### config.mk
export PLATFORM = sky130hd
export DESIGN_NAME = dsg_switch_point
export DESIGN_NICKNAME = d
export VERILOG_FILES = /design/src/rtl/dsg_pkg.sv /design/src/rtl/dsg_switch_point.sv /design/src/rtl/dsg_step_timer.sv
export VERILOG_INCLUDE_DIRS = /design/src /design/src/rtl
export SDC_FILE = /design/constraint.sdc
export NUM_CORES = 1
export LEC_CHECK = 0
export BUFFER_PORTS_ARGS = -buffer_cell sky130_fd_sc_hd__buf_4
export CORE_MARGIN = 8
export CORE_UTILIZATION = 52
export DETAILED_ROUTE_END_ITERATION = 7
export GPL_TIMING_DRIVEN = 0
export PLACE_DENSITY = 0.72
export SYNTH_ARGS = -nofsm -noshare
export SYNTH_HDL_FRONTEND = slang
export SYNTH_SLANG_ARGS = --single-unit
export TNS_END_PERCENT = 5
### constraint.sdc
create_clock -name clk -period 9.28 [get_ports clk]
set_input_delay 0 -clock clk [delete_from_list [all_inputs] [get_ports clk]]
set_output_delay 0 -clock clk [all_outputs]
set_load 0.02 [all_outputs]
### src/rtl/dsg_regs.svh
// register offsets, field positions and timing constants of the switch point generator
`ifndef DSG_REGS_SVH
`define DSG_REGS_SVH

// register offsets (byte addresses)
`define DSG_ADDR_W 8
`define DSG_OFF_AVG 8'h00
`define DSG_OFF_HYST 8'h04
`define DSG_OFF_DITHER 8'h08
`define DSG_OFF_STATUS 8'h0c

// dither configuration fields
`define DSG_AMP_LSB 0
`define DSG_AMP_W 5
`define DSG_FREQ_LSB 8
`define DSG_FREQ_W 7
`define DSG_ENH_BIT 16

// status fields
`define DSG_ST_LOWER_LSB 0
`define DSG_ST_UPPER_LSB 10
`define DSG_ST_OUT_BIT 20
`define DSG_ST_EXT_BIT 21
`define DSG_ST_FALL_BIT 22

// reset values
`define DSG_AVG_RST 10'h000
`define DSG_HYST_RST 3'h0
`define DSG_AMP_RST 5'h00
`define DSG_FREQ_RST 7'h00

// half-window in dac counts per hysteresis code
`define DSG_HYST_C0 8'h11
`define DSG_HYST_C1 8'h15
`define DSG_HYST_C2 8'h19
`define DSG_HYST_C3 8'h1d
`define DSG_HYST_C4 8'h21
`define DSG_HYST_C5 8'h25
`define DSG_HYST_C6 8'h2a
`define DSG_HYST_C7 8'h2e

// dither waveform: 16 steps per period, rising half first
`define DSG_PHASE_LAST 4'hf
`define DSG_PHASE_FALL 4'h8
`define DSG_TRI_SHIFT 3
`define DSG_DAC_MAX 12'sh3ff

// timing
`define DSG_CLK_PERIOD_NS 20
`define DSG_STEP_UNIT_NS 12000
`define DSG_ED_TIMEOUT_MS 15
`define DSG_CLK_KHZ 50000

`endif

### src/rtl/dsg_pkg.sv
// types shared by the switch point generator
package dsg_pkg;

   typedef struct packed {
      logic [9:0] upper;
      logic [9:0] lower;
   } dsg_points_t;

   typedef struct packed {
      logic enhanced;
      logic [6:0] freq;
      logic [4:0] amp;
   } dsg_dither_cfg_t;

   typedef enum logic [1:0] {
      DSG_RUN = 2'b00,
      DSG_EXTEND = 2'b01
   } dsg_state_t;

endpackage

### src/rtl/dsg_switch_point.sv
// switch point generator: hysteresis window, digital dither, enhanced dither, output control
`timescale 1ns/1ps
`include "dsg_regs.svh"
module dsg_switch_point
   import dsg_pkg::*;
#(
   parameter int TIMEOUT_CYC = `DSG_ED_TIMEOUT_MS * `DSG_CLK_KHZ,
   parameter int AVG_W = 10
) (
   input wire logic clk,
   input wire logic sys_rst,
   input wire logic [`DSG_ADDR_W-1:0] reg_addr,
   input wire logic [31:0] reg_wdata,
   input wire logic reg_wr,
   input wire logic reg_rd,
   output logic [31:0] reg_rdata_q,
   input wire logic sense_high_input,
   input wire logic sense_low_input,
   output dsg_points_t points_q,
   output logic solenoid_output_q
);

   // ************************************************************
   // functions
   // ************************************************************

   function automatic logic [7:0] hyst_counts(input logic [2:0] code);
      logic [7:0] c;
      c = `DSG_HYST_C0;
      case (code)
         3'h0: c = `DSG_HYST_C0;
         3'h1: c = `DSG_HYST_C1;
         3'h2: c = `DSG_HYST_C2;
         3'h3: c = `DSG_HYST_C3;
         3'h4: c = `DSG_HYST_C4;
         3'h5: c = `DSG_HYST_C5;
         3'h6: c = `DSG_HYST_C6;
         3'h7: c = `DSG_HYST_C7;
         default: c = `DSG_HYST_C0;
      endcase
      return c;
   endfunction

   // one amplitude step is 12.5 mVpp, about 5.25 dac counts per side
   function automatic logic signed [11:0] dither_offset(input logic [4:0] amp,
                                                        input logic [3:0] tri_lvl);
      logic [11:0] half;
      logic [11:0] ramp;
      half = 12'({amp, 2'b00} + {2'b00, amp}) + 12'(amp >> 2);
      ramp = 12'((half * 2 * tri_lvl) >> `DSG_TRI_SHIFT);
      return $signed(ramp) - $signed(half);
   endfunction

   function automatic logic [9:0] clamp_dac(input logic signed [11:0] v);
      logic [9:0] r;
      r = v[9:0];
      if (v < 12'sh000) begin
         r = 10'h000;
      end else if (v > `DSG_DAC_MAX) begin
         r = 10'h3ff;
      end
      return r;
   endfunction

   // ************************************************************
   // registers
   // ************************************************************

   logic [AVG_W-1:0] avg_q;
   logic [2:0] hyst_q;
   dsg_dither_cfg_t dcfg_q;
   dsg_state_t state_q;
   logic [3:0] phase_q;
   logic crossed_q;
   logic [31:0] ext_cnt_q;
   logic high_meta_q, high_s_q, low_meta_q, low_s_q;
   logic step_tick;
   logic falling;
   logic [3:0] tri_lvl;
   logic signed [11:0] offset;
   logic signed [11:0] mid;
   logic signed [11:0] hw;
   logic period_end;
   logic timed_out;

   always_ff @(posedge clk or posedge sys_rst) begin
      if (sys_rst) begin
         avg_q <= `DSG_AVG_RST;
         hyst_q <= `DSG_HYST_RST;
         dcfg_q <= '{enhanced: 1'b0, freq: `DSG_FREQ_RST, amp: `DSG_AMP_RST};
      end else if (reg_wr) begin
         case (reg_addr)
            `DSG_OFF_AVG: avg_q <= reg_wdata[AVG_W-1:0];
            `DSG_OFF_HYST: hyst_q <= reg_wdata[2:0];
            `DSG_OFF_DITHER: begin
               dcfg_q.amp <= reg_wdata[`DSG_AMP_LSB +: `DSG_AMP_W];
               dcfg_q.freq <= reg_wdata[`DSG_FREQ_LSB +: `DSG_FREQ_W];
               dcfg_q.enhanced <= reg_wdata[`DSG_ENH_BIT];
            end
            default: ;
         endcase
      end
   end

   always_ff @(posedge clk or posedge sys_rst) begin
      if (sys_rst) begin
         reg_rdata_q <= 32'h0000_0000;
      end else begin
         reg_rdata_q <= 32'h0000_0000;
         if (reg_rd) begin
            case (reg_addr)
               `DSG_OFF_AVG: reg_rdata_q <= 32'(avg_q);
               `DSG_OFF_HYST: reg_rdata_q <= 32'(hyst_q);
               `DSG_OFF_DITHER: begin
                  reg_rdata_q[`DSG_AMP_LSB +: `DSG_AMP_W] <= dcfg_q.amp;
                  reg_rdata_q[`DSG_FREQ_LSB +: `DSG_FREQ_W] <= dcfg_q.freq;
                  reg_rdata_q[`DSG_ENH_BIT] <= dcfg_q.enhanced;
               end
               `DSG_OFF_STATUS: begin
                  reg_rdata_q[`DSG_ST_LOWER_LSB +: 10] <= points_q.lower;
                  reg_rdata_q[`DSG_ST_UPPER_LSB +: 10] <= points_q.upper;
                  reg_rdata_q[`DSG_ST_OUT_BIT] <= solenoid_output_q;
                  reg_rdata_q[`DSG_ST_EXT_BIT] <= (state_q == DSG_EXTEND);
                  reg_rdata_q[`DSG_ST_FALL_BIT] <= falling;
               end
               default: reg_rdata_q <= 32'h0000_0000;
            endcase
         end
      end
   end

   // ************************************************************
   // comparator synchronisers
   // ************************************************************

   always_ff @(posedge clk or posedge sys_rst) begin
      if (sys_rst) begin
         high_meta_q <= 1'b0;
         high_s_q <= 1'b0;
         low_meta_q <= 1'b0;
         low_s_q <= 1'b0;
      end else begin
         high_meta_q <= sense_high_input;
         high_s_q <= high_meta_q;
         low_meta_q <= sense_low_input;
         low_s_q <= low_meta_q;
      end
   end

   // ************************************************************
   // dither waveform
   // ************************************************************

   // step length scales with the frequency code
   dsg_step_timer #(
      .UNIT_CYC(`DSG_STEP_UNIT_NS / `DSG_CLK_PERIOD_NS),
      .DIV_W(`DSG_FREQ_W)
   ) u_step (
      .clk(clk),
      .sys_rst(sys_rst),
      .period_code(dcfg_q.freq),
      .tick_q(step_tick)
   );

   assign falling = (phase_q >= `DSG_PHASE_FALL);
   // rising 0..7, falling 8 down to 1, minimum again at phase 0
   assign tri_lvl = falling ? 4'(5'h10 - {1'b0, phase_q}) : phase_q;
   assign period_end = step_tick && (phase_q == `DSG_PHASE_LAST) && (state_q == DSG_RUN);
   assign timed_out = (ext_cnt_q >= 32'(TIMEOUT_CYC));

   always_comb begin
      offset = 12'sh000;
      // amplitude and frequency both zero give no offset
      if (dcfg_q.amp != '0 || dcfg_q.freq != '0) begin
         offset = dither_offset(dcfg_q.amp, tri_lvl);
      end
   end

   always_ff @(posedge clk or posedge sys_rst) begin
      if (sys_rst) begin
         phase_q <= 4'h0;
      end else if (state_q == DSG_RUN && step_tick) begin
         phase_q <= phase_q + 4'h1;
      end
   end

   // ************************************************************
   // enhanced dither
   // ************************************************************

   // a crossing in the clearing cycle still counts for the decision
   always_ff @(posedge clk or posedge sys_rst) begin
      if (sys_rst) begin
         crossed_q <= 1'b0;
      end else if (period_end) begin
         crossed_q <= 1'b0;
      end else if (falling && low_s_q) begin
         crossed_q <= 1'b1;
      end
   end

   always_ff @(posedge clk or posedge sys_rst) begin
      if (sys_rst) begin
         state_q <= DSG_RUN;
      end else begin
         case (state_q)
            DSG_RUN: begin
               // extend only when the falling slope saw no crossing
               if (period_end && dcfg_q.enhanced && !crossed_q && !low_s_q) begin
                  state_q <= DSG_EXTEND;
               end
            end
            DSG_EXTEND: begin
               if (low_s_q || timed_out || !dcfg_q.enhanced) begin
                  state_q <= DSG_RUN;
               end
            end
            default: state_q <= DSG_RUN;
         endcase
      end
   end

   always_ff @(posedge clk or posedge sys_rst) begin
      if (sys_rst) begin
         ext_cnt_q <= 32'h0000_0000;
      end else if (state_q == DSG_EXTEND) begin
         ext_cnt_q <= ext_cnt_q + 32'h0000_0001;
      end else begin
         ext_cnt_q <= 32'h0000_0000;
      end
   end

   // ************************************************************
   // switch points and output
   // ************************************************************

   // phase is 0 throughout the extension, holding the lowest lower point
   // midpoint is the command plus the dither offset
   assign mid = $signed(12'(avg_q)) + offset;
   assign hw = $signed(12'(hyst_counts(hyst_q)));

   // clamping only guards against wrap; range faults are handled elsewhere
   always_ff @(posedge clk or posedge sys_rst) begin
      if (sys_rst) begin
         points_q <= '{upper: 10'h000, lower: 10'h000};
      end else begin
         points_q.upper <= clamp_dac(mid + hw);
         points_q.lower <= clamp_dac(mid - hw);
      end
   end

   always_ff @(posedge clk or posedge sys_rst) begin
      if (sys_rst) begin
         solenoid_output_q <= 1'b0;
      end else if (avg_q == '0) begin
         solenoid_output_q <= 1'b0;
      end else if (solenoid_output_q && high_s_q) begin
         solenoid_output_q <= 1'b0;
      end else if (!solenoid_output_q && low_s_q) begin
         solenoid_output_q <= 1'b1;
      end
   end
endmodule

### src/rtl/dsg_step_timer.sv
// dither step timer: one tick per dither step, step length set by the frequency code
`timescale 1ns/1ps
`include "dsg_regs.svh"
module dsg_step_timer #(
   parameter int UNIT_CYC = `DSG_STEP_UNIT_NS / `DSG_CLK_PERIOD_NS,
   parameter int DIV_W = `DSG_FREQ_W
) (
   input wire logic clk,
   input wire logic sys_rst,
   input wire logic [DIV_W-1:0] period_code,
   output logic tick_q
);

   logic [15:0] unit_q;
   logic [DIV_W-1:0] div_q;
   logic unit_end;

   assign unit_end = (unit_q == 16'(UNIT_CYC - 1));

   // a zero code never ticks, which freezes the waveform where it is
   always_ff @(posedge clk or posedge sys_rst) begin
      if (sys_rst) begin
         unit_q <= 16'h0000;
      end else if (unit_end || period_code == '0) begin
         unit_q <= 16'h0000;
      end else begin
         unit_q <= unit_q + 16'h0001;
      end
   end

   always_ff @(posedge clk or posedge sys_rst) begin
      if (sys_rst) begin
         div_q <= '0;
         tick_q <= 1'b0;
      end else begin
         tick_q <= 1'b0;
         if (period_code == '0) begin
            div_q <= '0;
         end else if (unit_end) begin
            if (div_q >= period_code - 1'b1) begin
               div_q <= '0;
               tick_q <= 1'b1;
            end else begin
               div_q <= div_q + 1'b1;
            end
         end
      end
   end

endmodule

==> metrics <==
count of TritonRoute iterations in the first routing pass 5; first-pass GRT wire length 36300 um; number of global-route vias before repair 7223; Placed Cells incl. Taps 1243; type of the worst setup path reg2reg; peak per-stage delay on the critical path 0.59 ns; relative slew slack 28.0%; ratio of cells with drive above 1 in the final layout 17.3%; clock tree root buffer cell sky130_fd_sc_hd__clkbuf_16; layout-stage area growth over the synthesis result 19.2%; clock sink total 136; Max Cap Viol 0; # Post-CTS Setup Buffers 0; async set-reset flop share out of synthesis 100%; Chip Width 148 um; core outline area 17200 um^2; most numerous cell on the critical path sky130_fd_sc_hd__fa_1; Clock Skews 0.00688 ns; antenna violations before repair 0; overall die height 148 um; classification of the worst-slack hold path in2reg; met1 Resource Use GR 25.8%; count of endpoints failing hold in the final timing report 0; endpoint kind of the worst setup timing path register; setup violation total in the final timing report 0; leading cell type in the layout, fill and taps excluded sky130_fd_sc_hd__dfrtp_1; Detailed Route Iter0 Violations 353; run status completed; count of nets left with antenna violations after detail routing 0; final-layout setup total negative slack 0 ns; post-detailed-placement half-perimeter wirelength 16300 um; VDD IR max 0.000215 V; setup slack of the worst register-to-register path 0.63 ns; clock slew at reported path FFs 0.06 ns; top_reg_cell synth sky130_fd_sc_hd__dfrtp_1; number of enable flip-flop cells after synthesis 0; sequential fraction of the synthesis area 37.3%; global-route met3 utilization 3.62%; standard cell with the maximum stage delay on the critical path sky130_fd_sc_hd__fa_1; Clock H-tree levels 4; worst-margin pin slew 1.07 ns; mean number of vias per cell 5.59; post-route DRC violation count 0; synthesized area 9130 um^2; share of the core filled with cells 63.1%; WHS Path Cells 3; unrepaired setup endpoints after global routing false; clock tree from TritonCTS done; total routing usage reported by global routing 20.5%; row count 48; depth of the worst register-to-register path 29; max-slew violations 0; total of flip-flops plus latches after synthesis 136; GRT busiest layer met2; total of buffers placed on input and output ports 72; clock buffer depth 2; most frequent cells in the layout 136 x sky130_fd_sc_hd__dfrtp_1, 94 x sky130_fd_sc_hd__nor2_1, 82 x sky130_fd_sc_hd__buf_4; shortest clock period the worst path allows after layout 8.65 ns; GR Util met2 34.5%; Syn Area/Cell 9.74 um^2; Final Cycle Share 93.2%; clock latency at the later pin of the worst-skew pair 0.43 ns; final weighted congestion in routability-driven placement 0.860; Total Power 2.07 mW; critical path launch point type register; total overflow reported by the global router 0; effective utilization at floorplan 52.9%; tightest hold margin 0.0940 ns; power density over the cells 190 nW/um^2; Final Net Count 1192; wire length per cell after detailed routing 16.9 um; sum of routed wire length over all layers 22000 um; total via count in the routed design 7259; Endpoint, Worst Hold dcfg_q[1]; Cells after Synth 937; Leakage Power 5.13 nW; maximum fanout along the worst path 10; die footprint 22000 um^2; number of I/O pins 99; number of non-filler instances in the completed layout 1299; largest net degree at the start of global routing 74; endpoint of the worst register-to-register path points_q[19]; data required time of the critical path 9.57 ns; Synth Warn # 0; maximum operating frequency 116 MHz; launch point of the worst hold path reg_wr; post-synth cell types 80; antenna cell count 0; number of buffers created by CTS 17; launch instance of the worst register-to-register path dcfg_q[0]; critical path arrival 8.94 ns
==> registers in the layout (all words and copies together), names as in the netlist <==
signal / count
solenoid_output_q: 1
avg_q: 10
high_meta_q: 1
u_step.unit_q: 16
u_step.tick_q: 1
hyst_q: 3
low_meta_q: 1
high_s_q: 1
u_step.div_q: 7
low_s_q: 1
dcfg_q: 13
phase_q: 4
points_q: 20
state_q: 1
reg_rdata_q: 23
crossed_q: 1
ext_cnt_q: 32
==> routing by layer <==
metal	wire length (um)	part of all wire (%)
met1	9860	45
met2	10800	49
met3	892	4.1
met4	459	2.1
met5	0	0
==> worst max path at each step <==
stage / startpoint / endpoint / cells after the start
after global routing: dcfg_q[0] / points_q[14] / 29
after CTS: dcfg_q[0] / points_q[17] / 29
after floorplan: dcfg_q[0] / points_q[10] / 29
after detailed placement: dcfg_q[0] / points_q[17] / 29
final: dcfg_q[0] / points_q[19] / 29
after global placement: dcfg_q[4] / points_q[18] / 29
==> report_power, final <==
group / switching [mW] / internal [mW] / total (mW) / leakage, nW
Combinational: 0.397 / 0.286 / 0.683 / 3.00
Clock: 0.287 / 0.410 / 0.697 / 0.285
Sequential: 0.0427 / 0.648 / 0.691 / 1.84
Total: 0.727 / 1.34 / 2.07 / 5.13
==> cells by family after synthesis <==
logic type / share of synthesized area (%)
other cells: 0.0411
buf+inv: 3.95
mux: 5.79
fa+ha+maj: 13.1
flops: 37.3
compound gates: 12.1
simple gates: 19.9
xor+xnor: 7.88
==> synthesized netlist by cell type, drive strengths merged (4+ instances only) <==
cell / count / area [um^2]
o21ai: 34 / 170
or2: 8 / 50.1
o21a: 4 / 30.0
a21o: 11 / 82.6
or4: 5 / 38.8
nand3: 36 / 185
nor2b: 13 / 81.3
nand4: 14 / 87.6
nor4: 6 / 52.6
dfrtp: 136 / 3400
nand2: 53 / 199
xor2: 24 / 210
o21bai: 7 / 52.6
inv: 59 / 221
mux2i: 11 / 123
and2: 30 / 191
nand2b: 14 / 87.6
ha: 67 / 838
nor3: 25 / 125
and3: 13 / 85.1
buf: 13 / 93.8
xnor2: 53 / 509
a21boi: 14 / 105
or3: 16 / 100
clkbuf: 12 / 45.0
nor2: 94 / 353
a211oi: 6 / 45.0
a21oi: 47 / 250
mux2: 30 / 338
a22oi: 5 / 37.5
fa: 18 / 360
==> worst max-delay path, delay by kind of cell (launching register included) <==
family / cells / cell delay, ns
xor gates and xnor gates: 2 / 0.42
AOI/OAI and AO/OA: 9 / 2.30
and+or+nand+nor: 5 / 1.20
adders and majority gates: 8 / 3.63
muxes: 1 / 0.13
buffers and inverters: 4 / 0.37
DFF: 1 / 0.45
==> timing repair <==
item                       4_1_cts  5_1_grt
setup endpoints to repair        0       10
hold buffers                    24        0
hold endpoints to repair        95        0
gates resized for setup          0        4
==> through the flow <==
step,setup WS [ns],area (um^2)
after CTS,0.0153,10900
after floorplan,1.36,9160
after global routing,0.0673,10900
final,0.635,10900
after detailed placement,0.0410,10000
after global placement,0.192,9980
==> area by class of cell <==
class                           count  area [um^2]
Clock inverter                     14          164
Inverter                           59          226
Fill cell                        1436         6360
Buffer                             25          139
Timing Repair Buffer               97          808
Tap cell                          225          282
Multi-Input combinational cell    725         5410
Clock buffer                       18          439
Sequential cell                   136         3400
(Power assumes the default switching activity.)
